## config.mk

```make
export PLATFORM = sky130hd
export DESIGN_NAME = scr_serial_control
export DESIGN_NICKNAME = d
export VERILOG_FILES = /design/src/common/scr_pkg.sv /design/src/design/scr_serial_control.sv
export SDC_FILE = /design/constraint.sdc
export NUM_CORES = 1
export LEC_CHECK = 0
export BUFFER_PORTS_ARGS = -buffer_cell sky130_fd_sc_hd__buf_2
export CAP_MARGIN = 30
export CORE_AREA = 3 3 158 160
export DETAILED_ROUTE_END_ITERATION = 6
export DIE_AREA = 0 0 161 163
export GPL_ROUTABILITY_DRIVEN = 1
export SLEW_MARGIN = 20
export SYNTH_ARGS = -nofsm -noshare
export SYNTH_HDL_FRONTEND = slang
export SYNTH_SLANG_ARGS = --single-unit
export TNS_END_PERCENT = 10
```

## constraint.sdc

```tcl
create_clock -name clock_i -period 2.2 [get_ports clock_i]
set_clock_uncertainty 0.1 [all_clocks]
set_input_delay 0.22 -clock clock_i [delete_from_list [all_inputs] [get_ports clock_i]]
set_output_delay 0.22 -clock clock_i [all_outputs]
set_load 0.005 [all_outputs]
```

## src/common/scr_pkg.sv

```systemverilog
// Package for the serial control register logic: offsets, fields, reset values
package scr_pkg;
  // Register map (byte addresses on the plain register port)
  localparam logic [3:0] SCR_ADDR_CONTROL = 4'h0;
  localparam logic [3:0] SCR_ADDR_STATUS  = 4'h1;
  localparam logic [3:0] SCR_ADDR_FORMAT  = 4'h2;
  localparam logic [3:0] SCR_ADDR_TXHOLD  = 4'h3;
  localparam logic [3:0] SCR_ADDR_RXHOLD  = 4'h4;
  // Control field positions
  localparam int SCR_CTL_TIE  = 7;
  localparam int SCR_CTL_RIE  = 6;
  localparam int SCR_CTL_TE   = 5;
  localparam int SCR_CTL_RE   = 4;
  localparam int SCR_CTL_MULTIPROC_IRQ_EN = 3;
  localparam int SCR_CTL_TX_END_IRQ_EN = 2;
  localparam int SCR_CTL_CLK_SRC_EXT = 1;
  localparam int SCR_CTL_CLK_OUT_EN = 0;
  // Status field positions
  localparam int SCR_ST_TX_EMPTY_FLAG = 7;
  localparam int SCR_ST_RX_FULL_FLAG = 6;
  localparam int SCR_ST_OVERRUN_FLAG = 5;
  localparam int SCR_ST_FER  = 4;
  localparam int SCR_ST_PER  = 3;
  localparam int SCR_ST_TX_END_FLAG = 2;
  localparam int SCR_ST_MPB  = 1;
  localparam int SCR_ST_MPBT = 0;
  // Format field positions
  localparam int SCR_FMT_SYNC = 7;
  localparam int SCR_FMT_CHR  = 6;
  localparam int SCR_FMT_PE   = 5;
  localparam int SCR_FMT_OE   = 4;
  localparam int SCR_FMT_MP   = 2;
  // Reset values
  localparam logic [7:0] SCR_CONTROL_RST = 8'h00;
  localparam logic [7:0] SCR_STATUS_RST  = 8'h84;
  localparam logic [7:0] SCR_FORMAT_RST  = 8'h00;
  localparam logic [7:0] SCR_TXHOLD_RST  = 8'hff;
  localparam logic [7:0] SCR_RXHOLD_RST  = 8'h00;
  // Bit timing: one bit is SCR_BIT_CYCLES system clocks, 16 ticks per bit
  localparam int         SCR_OVERSAMPLE  = 16;
  localparam logic [7:0] SCR_BIT_CYCLES  = 8'h20;
  localparam logic [7:0] SCR_TICK_CYCLES = 8'h02;
  localparam logic [3:0] SCR_TICK_LAST   = 4'hf;
  localparam logic [3:0] SCR_TICK_MID    = 4'h7;
  // Serial engine states
  typedef enum logic [1:0] {SCR_IDLE, SCR_START, SCR_DATA, SCR_STOP} scr_state_e;
endpackage : scr_pkg

```

## src/design/scr_serial_control.sv

```systemverilog
// Serial control register with a compact transmit/receive engine behind it
module scr_serial_control (
  // Clock and reset
  input  wire logic                clock_i,
  input  wire logic                resetn_i,
  input  wire logic                standby_i,
  // Register port
  input  wire logic [3:0]          reg_addr_i,
  input  wire logic [7:0]          reg_wdata_i,
  input  wire logic                reg_write_i,
  input  wire logic                reg_read_i,
  output logic      [7:0]          reg_rdata_o,
  // Serial pins
  input  wire logic                rxd_i,
  output logic                     txd_o,
  input  wire logic                sck_i,
  output logic                     sck_o,
  output logic                     sck_oe_o,
  // Interrupt requests
  output logic                     tx_empty_irq_o,
  output logic                     rx_full_irq_o,
  output logic                     rx_error_irq_o,
  output logic                     tx_end_irq_o
);
  import scr_pkg::*;

  logic [7:0]  serial_control_reg, serial_status_reg, serial_format_reg;
  logic [7:0]  tx_holding_reg, rx_holding_reg, tx_shifter_reg, rx_shifter_reg;
  logic [7:0]  status_seen_reg, rdata_reg;
  logic [1:0]  rxd_sync_reg, sck_sync_reg;
  logic        sck_prev_reg, txd_reg, sck_out_reg, sck_oe_reg;
  logic [3:0]  irq_reg;
  logic [7:0]  div_reg;
  logic [3:0]  tx_tick_reg, rx_tick_reg;
  logic [3:0]  tx_bit_reg, rx_bit_reg;
  logic        tx_extra_reg, rx_extra_reg;
  scr_state_e  tx_state_reg, rx_state_reg;

  // Decoded mode and control fields
  wire sync_mode   = serial_format_reg[SCR_FMT_SYNC];
  wire mp_active   = ~sync_mode & serial_format_reg[SCR_FMT_MP];
  wire multiproc_irq_en_eff    = mp_active & serial_control_reg[SCR_CTL_MULTIPROC_IRQ_EN];
  wire tx_en       = serial_control_reg[SCR_CTL_TE];
  wire rx_en       = serial_control_reg[SCR_CTL_RE];
  wire clk_src_ext = serial_control_reg[SCR_CTL_CLK_SRC_EXT];
  wire clk_out_en  = ~sync_mode & ~clk_src_ext & serial_control_reg[SCR_CTL_CLK_OUT_EN];
  wire par_on      = ~sync_mode & ~mp_active & serial_format_reg[SCR_FMT_PE];
  wire seven_bit   = ~sync_mode & serial_format_reg[SCR_FMT_CHR];
  wire [3:0] nbits = seven_bit ? 4'h7 : 4'h8;
  wire has_extra   = par_on | mp_active;
  wire soft_reset  = ~resetn_i | standby_i;

  // Register port decode
  wire wr_ctl  = reg_write_i & (reg_addr_i == SCR_ADDR_CONTROL);
  wire wr_st   = reg_write_i & (reg_addr_i == SCR_ADDR_STATUS);
  wire wr_fmt  = reg_write_i & (reg_addr_i == SCR_ADDR_FORMAT);
  wire wr_tx   = reg_write_i & (reg_addr_i == SCR_ADDR_TXHOLD);
  wire rd_st   = reg_read_i & (reg_addr_i == SCR_ADDR_STATUS);
  // Flag clears only where a one was read first
  wire [7:0] st_clr = wr_st ? (status_seen_reg & ~reg_wdata_i) : 8'h00;
  // Full flag as it stands after this cycle's clear, so a new character beats the clear
  wire rx_full_now = serial_status_reg[SCR_ST_RX_FULL_FLAG] & ~st_clr[SCR_ST_RX_FULL_FLAG];
  wire [7:0] ctl_wdata = {reg_wdata_i[7:4],
                          reg_wdata_i[SCR_CTL_MULTIPROC_IRQ_EN] & mp_active,
                          reg_wdata_i[2:0]};

  // Clocking: internal divider gives 16 ticks per bit; with an external clock its rising edges tick instead
  wire sck_rise   = sck_sync_reg[1] & ~sck_prev_reg;
  // Tick on the last clock of each tick period; needs a power-of-two tick length
  wire int_tick   = ((div_reg & (SCR_TICK_CYCLES - 8'h01)) == (SCR_TICK_CYCLES - 8'h01));
  wire tick       = clk_src_ext ? sck_rise : int_tick;
  wire sync_ext_edge = sync_mode & clk_src_ext & sck_rise;

  // Transmit: shifter loads only while empty flag is clear
  wire tx_load = tx_en & (tx_state_reg == SCR_IDLE) &
                 ~serial_status_reg[SCR_ST_TX_EMPTY_FLAG];
  wire tx_bit_end = tick & ((sync_mode & clk_src_ext) | (tx_tick_reg == SCR_TICK_LAST));
  wire tx_done = (tx_state_reg == SCR_STOP) & tx_bit_end &
                 (~has_extra | (tx_bit_reg == 4'hf));
  wire tx_sync_done = sync_mode & (tx_state_reg == SCR_DATA) & tx_bit_end &
                      (tx_bit_reg == nbits - 4'h1);
  wire tx_finish = tx_done | tx_sync_done;

  // Receive: sample in the middle of a bit in async mode, on external clock rising edges in sync mode
  wire rx_sample = sync_mode ? sync_ext_edge
                             : (tick & (rx_tick_reg == SCR_TICK_MID));
  wire rx_start = rx_en & (rx_state_reg == SCR_IDLE) &
                  (sync_mode ? sync_ext_edge : ~rxd_sync_reg[1]);
  wire rx_last_data = (rx_state_reg == SCR_DATA) & rx_sample &
                      (rx_bit_reg == nbits - 4'h1);
  wire rx_done = sync_mode ? rx_last_data : ((rx_state_reg == SCR_STOP) & rx_sample);
  wire [7:0] rx_word = sync_mode ? {rxd_sync_reg[1], rx_shifter_reg[7:1]}
                                 : rx_shifter_reg;
  wire rx_mpb  = mp_active & rx_extra_reg;
  wire rx_take = rx_done & ~(multiproc_irq_en_eff & ~rx_mpb);
  wire rx_par_bad = par_on & ((^rx_shifter_reg) ^ rx_extra_reg ^
                              serial_format_reg[SCR_FMT_OE]);
  wire rx_ferr = ~sync_mode & ~rxd_sync_reg[1];

  // Parity of outgoing character
  function automatic logic par_of(input logic [7:0] d, input logic seven, input logic odd);
    par_of = (^(seven ? {1'b0, d[6:0]} : d)) ^ odd;
  endfunction

  // Status next value: hardware sets win over software clears
  logic [7:0] st_next;
  always_comb begin
    st_next = serial_status_reg & ~st_clr;
    if (st_clr[SCR_ST_TX_EMPTY_FLAG]) begin
      st_next[SCR_ST_TX_END_FLAG] = 1'b0;
    end
    if (wr_st) begin
      st_next[SCR_ST_MPBT] = reg_wdata_i[SCR_ST_MPBT];
    end
    if (tx_load) begin
      st_next[SCR_ST_TX_EMPTY_FLAG] = 1'b1;
    end
    if (tx_finish & serial_status_reg[SCR_ST_TX_EMPTY_FLAG]) begin
      st_next[SCR_ST_TX_END_FLAG] = 1'b1;
    end
    if (rx_done & mp_active) begin
      st_next[SCR_ST_MPB] = rx_mpb;
    end
    if (rx_take) begin
      if (rx_full_now) begin
        st_next[SCR_ST_OVERRUN_FLAG] = 1'b1;
      end else begin
        st_next[SCR_ST_RX_FULL_FLAG] = ~rx_ferr & ~rx_par_bad;
        st_next[SCR_ST_FER]  = st_next[SCR_ST_FER] | rx_ferr;
        st_next[SCR_ST_PER]  = st_next[SCR_ST_PER] | rx_par_bad;
      end
    end
    if (~tx_en) begin
      st_next[SCR_ST_TX_EMPTY_FLAG] = 1'b1;
    end
  end

  // Control next value; hardware clear of multiprocessor enable wins
  logic [7:0] ctl_next;
  always_comb begin
    ctl_next = wr_ctl ? ctl_wdata : serial_control_reg;
    if (rx_done & rx_mpb) begin
      ctl_next[SCR_CTL_MULTIPROC_IRQ_EN] = 1'b0;
    end
  end

  // Request levels, each a flag (the error request any of three) gated by its enable
  wire [3:0] irq_next = {
    serial_status_reg[SCR_ST_TX_EMPTY_FLAG] & serial_control_reg[SCR_CTL_TIE],
    serial_status_reg[SCR_ST_RX_FULL_FLAG] & serial_control_reg[SCR_CTL_RIE],
    (|serial_status_reg[SCR_ST_OVERRUN_FLAG:SCR_ST_PER]) &
      serial_control_reg[SCR_CTL_RIE],
    serial_status_reg[SCR_ST_TX_END_FLAG] & serial_control_reg[SCR_CTL_TX_END_IRQ_EN]
  };

  // Read data mux
  logic [7:0] rd_mux;
  always_comb begin
    case (reg_addr_i)
      SCR_ADDR_CONTROL: rd_mux = serial_control_reg;
      SCR_ADDR_STATUS:  rd_mux = serial_status_reg;
      SCR_ADDR_FORMAT:  rd_mux = serial_format_reg;
      SCR_ADDR_TXHOLD:  rd_mux = tx_holding_reg;
      SCR_ADDR_RXHOLD:  rd_mux = rx_holding_reg;
      default:          rd_mux = 8'h00;
    endcase
  end

  // Pin direction: clock out in sync internal or async with output enabled
  wire sck_drive = ~clk_src_ext & (sync_mode | clk_out_en);
  wire sck_level = sync_mode ? ~((tx_state_reg == SCR_DATA) & (div_reg < 8'h01))
                             : (div_reg < (SCR_BIT_CYCLES >> 1));

  // Register file and outputs
  always_ff @(posedge clock_i) begin
    if (soft_reset) begin
      serial_control_reg <= SCR_CONTROL_RST;
      serial_status_reg  <= SCR_STATUS_RST;
      serial_format_reg  <= SCR_FORMAT_RST;
      tx_holding_reg     <= SCR_TXHOLD_RST;
      status_seen_reg    <= 8'h00;
      rdata_reg          <= 8'h00;
      irq_reg            <= 4'h0;
      sck_oe_reg         <= 1'b0;
      sck_out_reg        <= 1'b1;
    end else begin
      serial_control_reg <= ctl_next;
      serial_status_reg  <= st_next;
      if (wr_fmt) serial_format_reg <= reg_wdata_i;
      if (wr_tx) tx_holding_reg <= reg_wdata_i;
      // Remember which ones software saw, cleared again on a status write
      status_seen_reg    <= wr_st ? 8'h00 : (rd_st ? (status_seen_reg | serial_status_reg)
                                                   : status_seen_reg);
      rdata_reg          <= reg_read_i ? rd_mux : 8'h00;
      irq_reg            <= irq_next;
      sck_oe_reg         <= sck_drive;
      sck_out_reg        <= sck_level;
    end
  end

  // Pin synchronisers and edge memory
  always_ff @(posedge clock_i) begin
    if (soft_reset) begin
      rxd_sync_reg <= 2'b11;
      sck_sync_reg <= 2'b11;
      sck_prev_reg <= 1'b1;
      div_reg      <= 8'h00;
    end else begin
      rxd_sync_reg <= {rxd_sync_reg[0], rxd_i};
      sck_sync_reg <= {sck_sync_reg[0], sck_i};
      sck_prev_reg <= sck_sync_reg[1];
      div_reg      <= (div_reg == SCR_BIT_CYCLES - 8'h01) ? 8'h00 : div_reg + 8'h01;
    end
  end

  // Transmit engine; sync mode has no framing, one bit per external clock rising edge, or per 16 ticks on the internal clock
  always_ff @(posedge clock_i) begin
    if (soft_reset) begin
      tx_state_reg   <= SCR_IDLE;
      tx_shifter_reg <= 8'hff;
      tx_tick_reg    <= 4'h0;
      tx_bit_reg     <= 4'h0;
      tx_extra_reg   <= 1'b0;
      txd_reg        <= 1'b1;
    end else begin
      if (tick) tx_tick_reg <= tx_tick_reg + 4'h1;
      case (tx_state_reg)
        SCR_IDLE: begin
          txd_reg <= 1'b1;
          if (tx_load) begin
            tx_shifter_reg <= tx_holding_reg;
            tx_extra_reg   <= mp_active ? serial_status_reg[SCR_ST_MPBT]
                              : par_of(tx_holding_reg, seven_bit, serial_format_reg[SCR_FMT_OE]);
            tx_tick_reg    <= 4'h0;
            tx_bit_reg     <= 4'h0;
            tx_state_reg   <= sync_mode ? SCR_DATA : SCR_START;
            txd_reg        <= sync_mode ? tx_holding_reg[0] : 1'b0;
          end
        end
        SCR_START: if (tx_bit_end) begin
          tx_state_reg <= SCR_DATA;
          txd_reg      <= tx_shifter_reg[0];
        end
        SCR_DATA: if (tx_bit_end) begin
          tx_shifter_reg <= {1'b1, tx_shifter_reg[7:1]};
          tx_bit_reg     <= tx_bit_reg + 4'h1;
          txd_reg        <= tx_shifter_reg[1];
          if (tx_bit_reg == nbits - 4'h1) begin
            tx_state_reg <= sync_mode ? SCR_IDLE : SCR_STOP;
            txd_reg      <= sync_mode ? 1'b1 : (has_extra ? tx_extra_reg : 1'b1);
          end
        end
        SCR_STOP: if (tx_bit_end) begin
          // With an extra bit, the first pass ends it and the second ends the stop bit
          txd_reg      <= 1'b1;
          tx_extra_reg <= 1'b0;
          tx_bit_reg   <= 4'hf;
          if (~has_extra | (tx_bit_reg == 4'hf)) tx_state_reg <= SCR_IDLE;
        end
        default: tx_state_reg <= SCR_IDLE;
      endcase
    end
  end

  // Receive engine; holding register updated only when the flags may be set
  always_ff @(posedge clock_i) begin
    if (soft_reset) begin
      rx_state_reg   <= SCR_IDLE;
      rx_shifter_reg <= 8'h00;
      rx_holding_reg <= SCR_RXHOLD_RST;
      rx_tick_reg    <= 4'h0;
      rx_bit_reg     <= 4'h0;
      rx_extra_reg   <= 1'b0;
    end else begin
      if (tick) rx_tick_reg <= rx_tick_reg + 4'h1;
      if (rx_take & ~rx_full_now) rx_holding_reg <= rx_word;
      case (rx_state_reg)
        SCR_IDLE: if (rx_start) begin
          rx_tick_reg  <= 4'h0;
          rx_bit_reg   <= sync_mode ? 4'h1 : 4'h0;
          rx_shifter_reg <= {rxd_sync_reg[1], 7'h00};
          rx_extra_reg <= 1'b0;
          rx_state_reg <= sync_mode ? SCR_DATA : SCR_START;
        end
        SCR_START: if (rx_sample) begin
          rx_state_reg <= rxd_sync_reg[1] ? SCR_IDLE : SCR_DATA;
        end
        SCR_DATA: if (rx_sample) begin
          rx_shifter_reg <= seven_bit ? {1'b0, rxd_sync_reg[1], rx_shifter_reg[6:1]}
                                      : {rxd_sync_reg[1], rx_shifter_reg[7:1]};
          rx_bit_reg     <= rx_bit_reg + 4'h1;
          if (rx_bit_reg == nbits - 4'h1) begin
            rx_state_reg <= sync_mode ? SCR_IDLE : (has_extra ? SCR_START : SCR_STOP);
            if (has_extra & ~sync_mode) rx_bit_reg <= 4'hf;
          end
        end
        SCR_STOP: if (rx_sample) rx_state_reg <= SCR_IDLE;
        default: rx_state_reg <= SCR_IDLE;
      endcase
      // Extra bit (parity or multiprocessor) collected through the start state
      if (rx_state_reg == SCR_START && rx_bit_reg == 4'hf && rx_sample) begin
        rx_extra_reg <= rxd_sync_reg[1];
        rx_state_reg <= SCR_STOP;
      end
    end
  end

  // Output ports straight from flip-flops
  assign reg_rdata_o    = rdata_reg;
  assign txd_o          = txd_reg;
  assign sck_o          = sck_out_reg;
  assign sck_oe_o       = sck_oe_reg;
  assign tx_empty_irq_o = irq_reg[3];
  assign rx_full_irq_o  = irq_reg[2];
  assign rx_error_irq_o = irq_reg[1];
  assign tx_end_irq_o   = irq_reg[0];
endmodule // scr_serial_control

```

==> results of run 1 <==
## worst max-delay path by stage
stage                                from              endpoint  slack [ns]  cells after the start
floorplan           serial_control_reg[1]  serial_status_reg[4]        0.40                      6
global placement     serial_format_reg[7]     rx_holding_reg[5]        0.28                      7
detailed placement   serial_format_reg[7]     rx_holding_reg[3]        0.20                      7
CTS                  serial_format_reg[7]     rx_holding_reg[3]        0.18                      7
global route         serial_format_reg[7]     rx_holding_reg[3]        0.04                      7
finish               serial_format_reg[7]     rx_holding_reg[3]        0.18                      7
## report_power, final
part	internal, mW	total (mW)	switching, mW
logic	0.0671	0.177	0.109
registers	2.06	2.07	0.00873
clock network	2.07	3.07	0.998
## layer usage
layer	up-vias	part of all wire [%]	wire length, um
li1	2292	-	-
met1	2220	47	6949
met2	149	46	6817
met3	13	5.8	864
met4	0	0.99	146
met5	-	0	0
## metrics by stage
step	setup WS [ns]	util, %	area [um2]	cells	hold slack [ns]
after global placement	0.2840	25.89	6095	953	0.2992
after CTS	0.1844	28.82	6784	987	0.0004522
after detailed placement	0.2027	25.89	6095	953	0.3126
after global routing	0.03676	28.82	6784	987	0.01756
after floorplan	0.4022	-	5423	603	0.2215
final	0.1754	28.82	6784	987	0.02102
## kinds of logic (layout without fill, tap and decap cells)
kind of cell / Yosys count / in the layout / share of synthesized area (%)
fa+ha+maj: 6 / 6 / 1.384
compound gates: 140 / 140 / 19.38
buf+inv: 47 / 112 / 3.853
mux: 36 / 36 / 6.668
xor+xnor: 30 / 30 / 5.353
simple gates: 231 / 231 / 21.64
flops: 113 / 113 / 41.72
## layout make-up
cell class                 instances  area share (%)
timing repair buffer              68           6.787
tap                              319           5.883
sequential                       113           33.35
clock inverter                    12           3.043
inverter                          13          0.7193
clock buffer                      19           6.676
multi-input combinational        443           43.54
## cells in the final DEF, fill, tap and decap left out, types with 17 or more instances in the layout
| cell | instances |
|---|---|
| a21oi_1 | 30 |
| buf_2 | 33 |
| buf_4 | 30 |
| clkbuf_16 | 17 |
| dfxtp_1 | 113 |
| mux2i_1 | 35 |
| nand2_1 | 45 |
| nand3_1 | 27 |
| nor2_1 | 74 |
| o21ai_0 | 24 |
| xnor2_1 | 18 |
## critical path, stage by stage (launching register included)
cell	delay, ns
dfxtp_1	0.40
buf_4	0.31
nor3b_4	0.25
a32oi_2	0.11
a2111oi_4	0.28
buf_12	0.19
nor2_1	0.04
a211oi_1	0.23
==> flow_summary_export.csv, run 1 <==
group,metric,value,unit
logic_synthesis,yosysTopAreaCell,"dfxtp_1",
power_and_ir_drop,p_leak,2.668,nW
logic_synthesis,synth_nets,628,
worst_hold_path,worstHoldStart,"reg_wdata_i[0]",
power_and_ir_drop,peakVddDrop,0.0004235,V
detailed_routing,routedWlPerCell,14.97,um
cts,cts_tree,"yes",
timing,fin_crit,2.025,ns
logic_synthesis,yosysTopAreaCellShare,41.72,%
global_route,met1_usage,15.79,%
logic_synthesis,netlist_instances,603,
timing,grt_setup_unrepaired,"false",
critical_path,worstReg2RegStart,"serial_format_reg[7]",
cts,cts_sinks,113,
logic_synthesis,synth_seq_cells,113,
die,rows,56,
timing,final-max-slew-violation-count,0,
cells_and_area,antenna_cells,0,
critical_path,crit_type,"register to register",
global_route,overflow,0,
critical_path,critPathMaxFanout,20,
die,die_x,161,um
timing,period_share,92.03,%
timing,setup_viol,0,
detailed_routing,firstDrtPassIters,5,
critical_path,ff2ff_path_depth,7,
detailed_routing,routed_via_density,4.736,
cts,cts_root_buffer,"clkbuf_16",
global_route,grt_first_pass_wirelength,24130,um
placed_design,io_buffers,33,
logic_synthesis,dominantRegCellSynth,"dfxtp_1",
detailed_routing,ant_nets,0,
timing,setup_tns,0,ns
logic_synthesis,seq_area_frac_synth,41.72,%
cts,clk_pin_slew,0.06,ns
logic_synthesis,yosys_warnings,0,
critical_path,critPathRequiredTime,2.42,ns
cts,clock_path_buffers,2,
global_route,grt.total_usage,11.57,%
cells_and_area,syn_to_final_growth,25.10,%
global_route,grt_use_met3,2.848,%
die,start_util,23.03,%
global_route,grt_max_degree,47,
cts,postCtsHoldBufs,3,
timing,hold_viol_final,0,
global_route,grt.busiest_layer,"met2",
worst_hold_path,hold_class,"primary input to register",
detailed_routing,drc,0,
timing,worstMarginPinSlew,0.7152,ns
cells_and_area,finalNetCount,681,
placed_design,place.gp.congestion,0.8264,
logic_synthesis,synth_edf_count,0,
placed_design,place_hpwl,10580,um
timing,fmax,0.4939,GHz
detailed_routing,drtIter0Drc,366,
cells_and_area,multi_input_area,2954,um2
critical_path,end_kind,"register",
critical_path,r2r_slack,0.18,ns
detailed_routing,routed_wl,14780,um
critical_path,startpoint_type,"register",
logic_synthesis,postSynthAreaPerCell,8.993,um2
run_status,outcome,"complete, no violations",
cts,clk_latency,0.42,ns
cells_and_area,fillers,2528,
logic_synthesis,synth.distinct_cells,80,
job,maxCapViolCount,0,
logic_synthesis,mappedNetlistArea,5423,um2
cts,cts_buffers,17,
cts,cts_resized,0,
timing,slew_headroom,52.11,%
cts,cts_setup_buffers,0,
global_route,grtUsageMet2,18.44,%
worst_hold_path,whs_path_depth,3,
global_route,first_global_vias,4429,
critical_path,cp_data_arrival_time,2.24,ns
power_and_ir_drop,power_density,782.3,nW/um2
power_and_ir_drop,power,5.307,mW
cells_and_area,seqCellArea,2262,um2
logic_synthesis,yosys.cell_count.top_type,"dfxtp_1",
logic_synthesis,ys_top_cells_by_count,"dfxtp_1 (113), nor2_1 (74), nand2_1 (45), mux2i_1 (35), a21oi_1 (30)",
die,coreArea,23540,um2
cells_and_area,drive_gt1_share,18.56,%
logic_synthesis,synth_area_leaders,"dfxtp_1 (42%), mux2i_1 (6.5%), nor2_1 (5.1%)",
die,io-pin-count,34,
cts,h-tree-depth,4,
die,fp.dieH,163,um
logic_synthesis,async_flop_share,0,%
global_route,grt_antenna_before_repair,0,
critical_path,reg2reg_to,"rx_holding_reg[3]",
detailed_routing,dr_total_vias,4674,
die,die_area,26240,um2
Power figures use the tool's default switching activity.
==> run 2: changes to the inputs <==
--- a/config.mk
+++ b/config.mk
@@ -7,9 +7,9 @@
 export LEC_CHECK = 0
 export BUFFER_PORTS_ARGS = -buffer_cell sky130_fd_sc_hd__buf_2
 export CAP_MARGIN = 30
-export CORE_AREA = 3 3 158 160
+export CORE_AREA = 3 3 111 113
 export DETAILED_ROUTE_END_ITERATION = 6
-export DIE_AREA = 0 0 161 163
+export DIE_AREA = 0 0 114 116
 export GPL_ROUTABILITY_DRIVEN = 1
 export SLEW_MARGIN = 20
 export SYNTH_ARGS = -nofsm -noshare
==> flow_summary_export.csv, run 2 (synthesized netlist as in run 1, its figures left out) <==
group,metric,value,unit
job,maxCapViolCount,0,
power_and_ir_drop,power_density,793.0,nW/um2
die,start_util,47.49,%
critical_path,end_kind,"register",
timing,hold_viol_final,0,
critical_path,critPathBufInv,0,
die,die_area,13220,um2
cts,h-tree-depth,4,
critical_path,crit_type,"register to register",
timing,fin_crit,2.088,ns
run_status,outcome,"complete, no violations",
cts,cts_setup_buffers,0,
cts,clk_latency,0.42,ns
global_route,first_global_vias,4411,
timing,grt_setup_unrepaired,"false",
global_route,grt_first_pass_wirelength,22860,um
placed_design,place_inst,775,
die,coreArea,11420,um2
cts,cts_buffers,17,
critical_path,crit_path_frequent_cell,"xnor2_1",
placed_design,place_hpwl,10340,um
detailed_routing,ant_nets,0,
detailed_routing,dr_total_vias,4620,
cts,clock_path_buffers,2,
detailed_routing,routed_wl,14320,um
worst_hold_path,hold_class,"primary input to register",
critical_path,crit_chain,"xnor2_1, xnor2_1, xnor3_1, or3_1, a31oi_1",
placed_design,io_buffers,33,
critical_path,ff2ff_path_depth,5,
cells_and_area,finalNetCount,680,
global_route,grt.total_usage,22.37,%
power_and_ir_drop,peakVddDrop,0.0006254,V
power_and_ir_drop,power,5.184,mW
critical_path,cp_data_arrival_time,2.31,ns
cells_and_area,final_cell_mix,"dfxtp_1 (113), nor2_1 (74), nand2_1 (45)",
global_route,grt_max_degree,40,
die,fp.dieH,116,um
detailed_routing,routedWlPerCell,17.66,um
critical_path,critPathMaxFanout,4,
detailed_routing,drtIter0Drc,450,
timing,setup_tns,0,ns
die,die_x,114,um
timing,final-max-slew-violation-count,0,
timing,fmax,0.4790,GHz
cells_and_area,syn_to_final_growth,20.56,%
detailed_routing,drc,0,
detailed_routing,routed_via_density,5.697,
cells_and_area,final_common_cell,"dfxtp_1",
cells_and_area,antenna_cells,0,
critical_path,critical_path.top_delay_family,"XOR/XNOR gates",
cells_and_area,stdcell_count,811,
global_route,overflow,0,
placed_design,place.gp.congestion,0.9355,
timing,slew_headroom,58.92,%
cells_and_area,drive_gt1_share,18.26,%
die,io-pin-count,34,
critical_path,startpoint_type,"register",
critical_path,critPathRequiredTime,2.43,ns
power_and_ir_drop,p_leak,2.656,nW
cts,cts_sinks,113,
timing,worstMarginPinSlew,0.6145,ns
worst_hold_path,whs_path_depth,3,
critical_path,cp_slowest_cell,"dfxtp_1",
timing,period_share,94.90,%
critical_path,crit_path_max_incr_delay,0.48,ns
cts,cts_root_buffer,"clkbuf_16",
critical_path,crit_cells,5,
cts,cts_tree,"yes",
timing,setup_viol,0,
die,rows,39,
cells_and_area,fillers,1031,
global_route,grt_antenna_before_repair,0,
cts,clk_pin_slew,0.05,ns
detailed_routing,firstDrtPassIters,4,
[run 2: final cells by class]
| class | count | area, um2 | share of cell area, % |
|---|---|---|---|
| clock buffer | 20 | 456.7 | 6.986 |
| clock inverter | 12 | 181.4 | 2.775 |
| inverter | 13 | 48.80 | 0.7464 |
| multi-input combinational | 443 | 2954 | 45.19 |
| sequential | 113 | 2262 | 34.60 |
| tap | 143 | 178.9 | 2.737 |
| timing repair buffer | 67 | 455.4 | 6.967 |
[run 2: per-layer routing]
layer,up-vias,GRT usage (%),routed length [um]
li1,2287,-,-
met5,-,0,0
met4,0,9.739,312
met1,2186,28.19,6442
met2,128,36.46,6771
met3,19,5.587,794
[run 2: path summary, 6_finish.rpt]
check                       start  slack [ns]                   end
min                reg_wdata_i[0]        0.02  serial_format_reg[0]
min reg2reg       sck_sync_reg[0]        0.31       sck_sync_reg[1]
max reg2reg  serial_format_reg[4]        0.11          tx_extra_reg
max          serial_format_reg[4]        0.11          tx_extra_reg
[run 2: per-stage QoR]
| stage | instance area (um2) | worst slack, ns | hold slack [ns] | util, % |
|---|---|---|---|---|
| 5_1_grt | 6538 | 0.05378 | 0.02167 | 57.25 |
| 6_report | 6538 | 0.1123 | 0.02321 | 57.25 |
| 4_1_cts | 6538 | 0.08734 | 0.005648 | 57.25 |
| 2_1_floorplan | 5423 | 0.4022 | 0.2215 | - |
| 3_3_place_gp | 5859 | 0.1181 | 0.2907 | 51.31 |
| 3_5_place_dp | 5859 | 0.1794 | 0.2936 | 51.31 |
[run 2: worst min-delay path, cell delays in order]
cell,delay [ns]
buf_2,0.13
mux2i_1,0.08
nor2_1,0.07
[run 2: report_power, final]
part / switching [mW] / internal, mW / total, mW / leakage [nW]
combinational: 0.105 / 0.0687 / 0.174 / 1.45
sequential: 0.00922 / 2.06 / 2.07 / 0.912
clock: 0.987 / 1.96 / 2.94 / 0.299
total: 1.10 / 4.08 / 5.18 / 2.66
[run 2: what timing repair did]
action,4_1_cts,5_1_grt
resized for setup,0,0
hold endpoints to repair,6,0
hold buffers,4,0
endpoints found under the setup margin,0,0
==> run 3: changes to the inputs <==
--- a/config.mk
+++ b/config.mk
@@ -11,6 +11,7 @@
 export DETAILED_ROUTE_END_ITERATION = 6
 export DIE_AREA = 0 0 114 116
 export GPL_ROUTABILITY_DRIVEN = 1
+export PLACE_DENSITY_LB_ADDON = 0.05
 export SLEW_MARGIN = 20
 export SYNTH_ARGS = -nofsm -noshare
 export SYNTH_HDL_FRONTEND = slang
==> flow_summary_export.csv, run 3 (synthesized netlist as in run 1, its figures left out) <==
group,metric,value,unit
cells_and_area,stdcell_count,812,
power_and_ir_drop,switching_share,21.26,%
detailed_routing,ant_nets,0,
timing,slew_headroom,59.19,%
power_and_ir_drop,p_leak,2.651,nW
power_and_ir_drop,p_seq_share,40.8,%
detailed_routing,firstDrtPassIters,5,
global_route,first_global_vias,4482,
worst_hold_path,hold_class,"primary input to register",
timing,setup_tns,0,ns
die,coreArea,11420,um2
power_and_ir_drop,power_frac_clock,55.8,%
critical_path,critPathRequiredTime,2.43,ns
critical_path,critPathMaxFanout,7,
detailed_routing,drc,0,
cells_and_area,drive_gt1_share,18.39,%
placed_design,place_ws,0.2481,ns
placed_design,place.gp.congestion,0.8652,
worst_hold_path,whs_path_depth,3,
cells_and_area,syn_to_final_growth,19.59,%
power_and_ir_drop,p_int,3.989,mW
global_route,grt_max_degree,54,
run_status,outcome,"complete, no violations",
global_route,grt_first_pass_wirelength,24270,um
die,start_util,47.49,%
detailed_routing,routed_wl,14970,um
timing,holdWs,0.02541,ns
global_route,overflow,0,
cts,cts_buffers,17,
power_and_ir_drop,power_density,781.2,nW/um2
cts,cts_tree,"yes",
cts,postCtsHoldBufs,2,
placed_design,io_buffers,33,
cts,clock_path_buffers,2,
cts,clk_pin_slew,0.05,ns
cts,cts_sinks,113,
power_and_ir_drop,peakVddDrop,0.001081,V
timing,fin_ws,0.2262,ns
timing,fin_crit,1.974,ns
timing,final-max-slew-violation-count,0,
detailed_routing,routed_via_density,5.871,
die,io-pin-count,34,
timing,grt_setup_unrepaired,"false",
global_route,grt.total_usage,23.63,%
detailed_routing,dr_total_vias,4767,
die,rows,39,
die,die_x,114,um
global_route,grt_antenna_before_repair,0,
cells_and_area,final_common_cell,"dfxtp_1",
timing,hold_viol_final,0,
critical_path,end_kind,"register",
cts,cts_setup_buffers,0,
critical_path,startpoint_type,"register",
job,maxCapViolCount,0,
cells_and_area,finalNetCount,681,
detailed_routing,routedWlPerCell,18.43,um
power_and_ir_drop,p_switching,1.077,mW
timing,setup_viol,0,
die,fp.dieH,116,um
critical_path,cp_data_arrival_time,2.20,ns
critical_path,crit_type,"register to register",
power_and_ir_drop,p_comb_share,3.4,%
timing,period_share,89.72,%
placed_design,place_inst,778,
critical_path,ff2ff_path_depth,5,
cells_and_area,fin_util,56.79,%
die,die_area,13220,um2
placed_design,place_hpwl,10660,um
cts,h-tree-depth,4,
cells_and_area,antenna_cells,0,
cells_and_area,final_cell_mix,"dfxtp_1 (113), nor2_1 (74), nand2_1 (45)",
cts,clk_latency,0.41,ns
timing,worstMarginPinSlew,0.6094,ns
cts,cts_root_buffer,"clkbuf_16",
detailed_routing,drtIter0Drc,403,
cts,cts_resized,0,
timing,fmax,0.5066,GHz
[run 3: changes by cell type in the layout (fill, tap and decap cells not counted), sizes merged]
cell / before / now
buf: 63 / 66
bufinv: 4 / 3
clkbuf: 20 / 23
clkinv: 3 / 5
clkinvlp: 4 / 1
dlygate4sd3: 4 / 2
inv: 14 / 13
[run 3: final cells by class]
cell class,count,area [um2]
clock buffer,23,478.0
clock inverter,9,130.1
fill,1053,4933
inverter,13,48.80
multi-input combinational,443,2954
sequential,113,2262
tap,143,178.9
timing repair buffer,68,432.9
[run 3: power groups by stage]
stage	registers, mW	clock network, mW	logic (mW)
global placement	2.11	0	0.167
global route	2.07	2.96	0.187
detailed placement	2.11	0	0.167
finish	2.07	2.83	0.172
CTS	2.07	2.86	0.171
floorplan	2.11	0	0.101
[run 3: per-layer routing]
metal / part of all wire, % / global-route usage, % / vias to the layer above
met5: 0 / 0 / -
met4: 2.5 / 10.29 / 0
met3: 5.2 / 4.909 / 21
met2: 47 / 37.39 / 161
met1: 46 / 31.33 / 2297
li1: - / - / 2288
[run 3: path summary, 6_finish.rpt]
| check | from | slack, ns | endpoint |
|---|---|---|---|
| max | div_reg[0] | 0.23 | tx_shifter_reg[6] |
| min | reg_wdata_i[5] | 0.03 | serial_control_reg[5] |
| max reg2reg | div_reg[0] | 0.23 | tx_shifter_reg[6] |
| min reg2reg | rxd_sync_reg[0] | 0.30 | rxd_sync_reg[1] |
[run 3: worst max-delay path, stage by stage (launching register included)]
cell,delay [ns]
dfxtp_1,0.37
and2b_2,0.26
o2111a_1,0.33
o21ai_1,0.49
a221oi_1,0.14
o21ai_0,0.19
[run 3: metrics by stage]
stage / power [mW] / instance area (um2)
detailed placement: 2.277 / 5857
global route: 5.218 / 6485
global placement: 2.276 / 5857
finish: 5.066 / 6485
floorplan: 2.207 / 5423
CTS: 5.099 / 6485
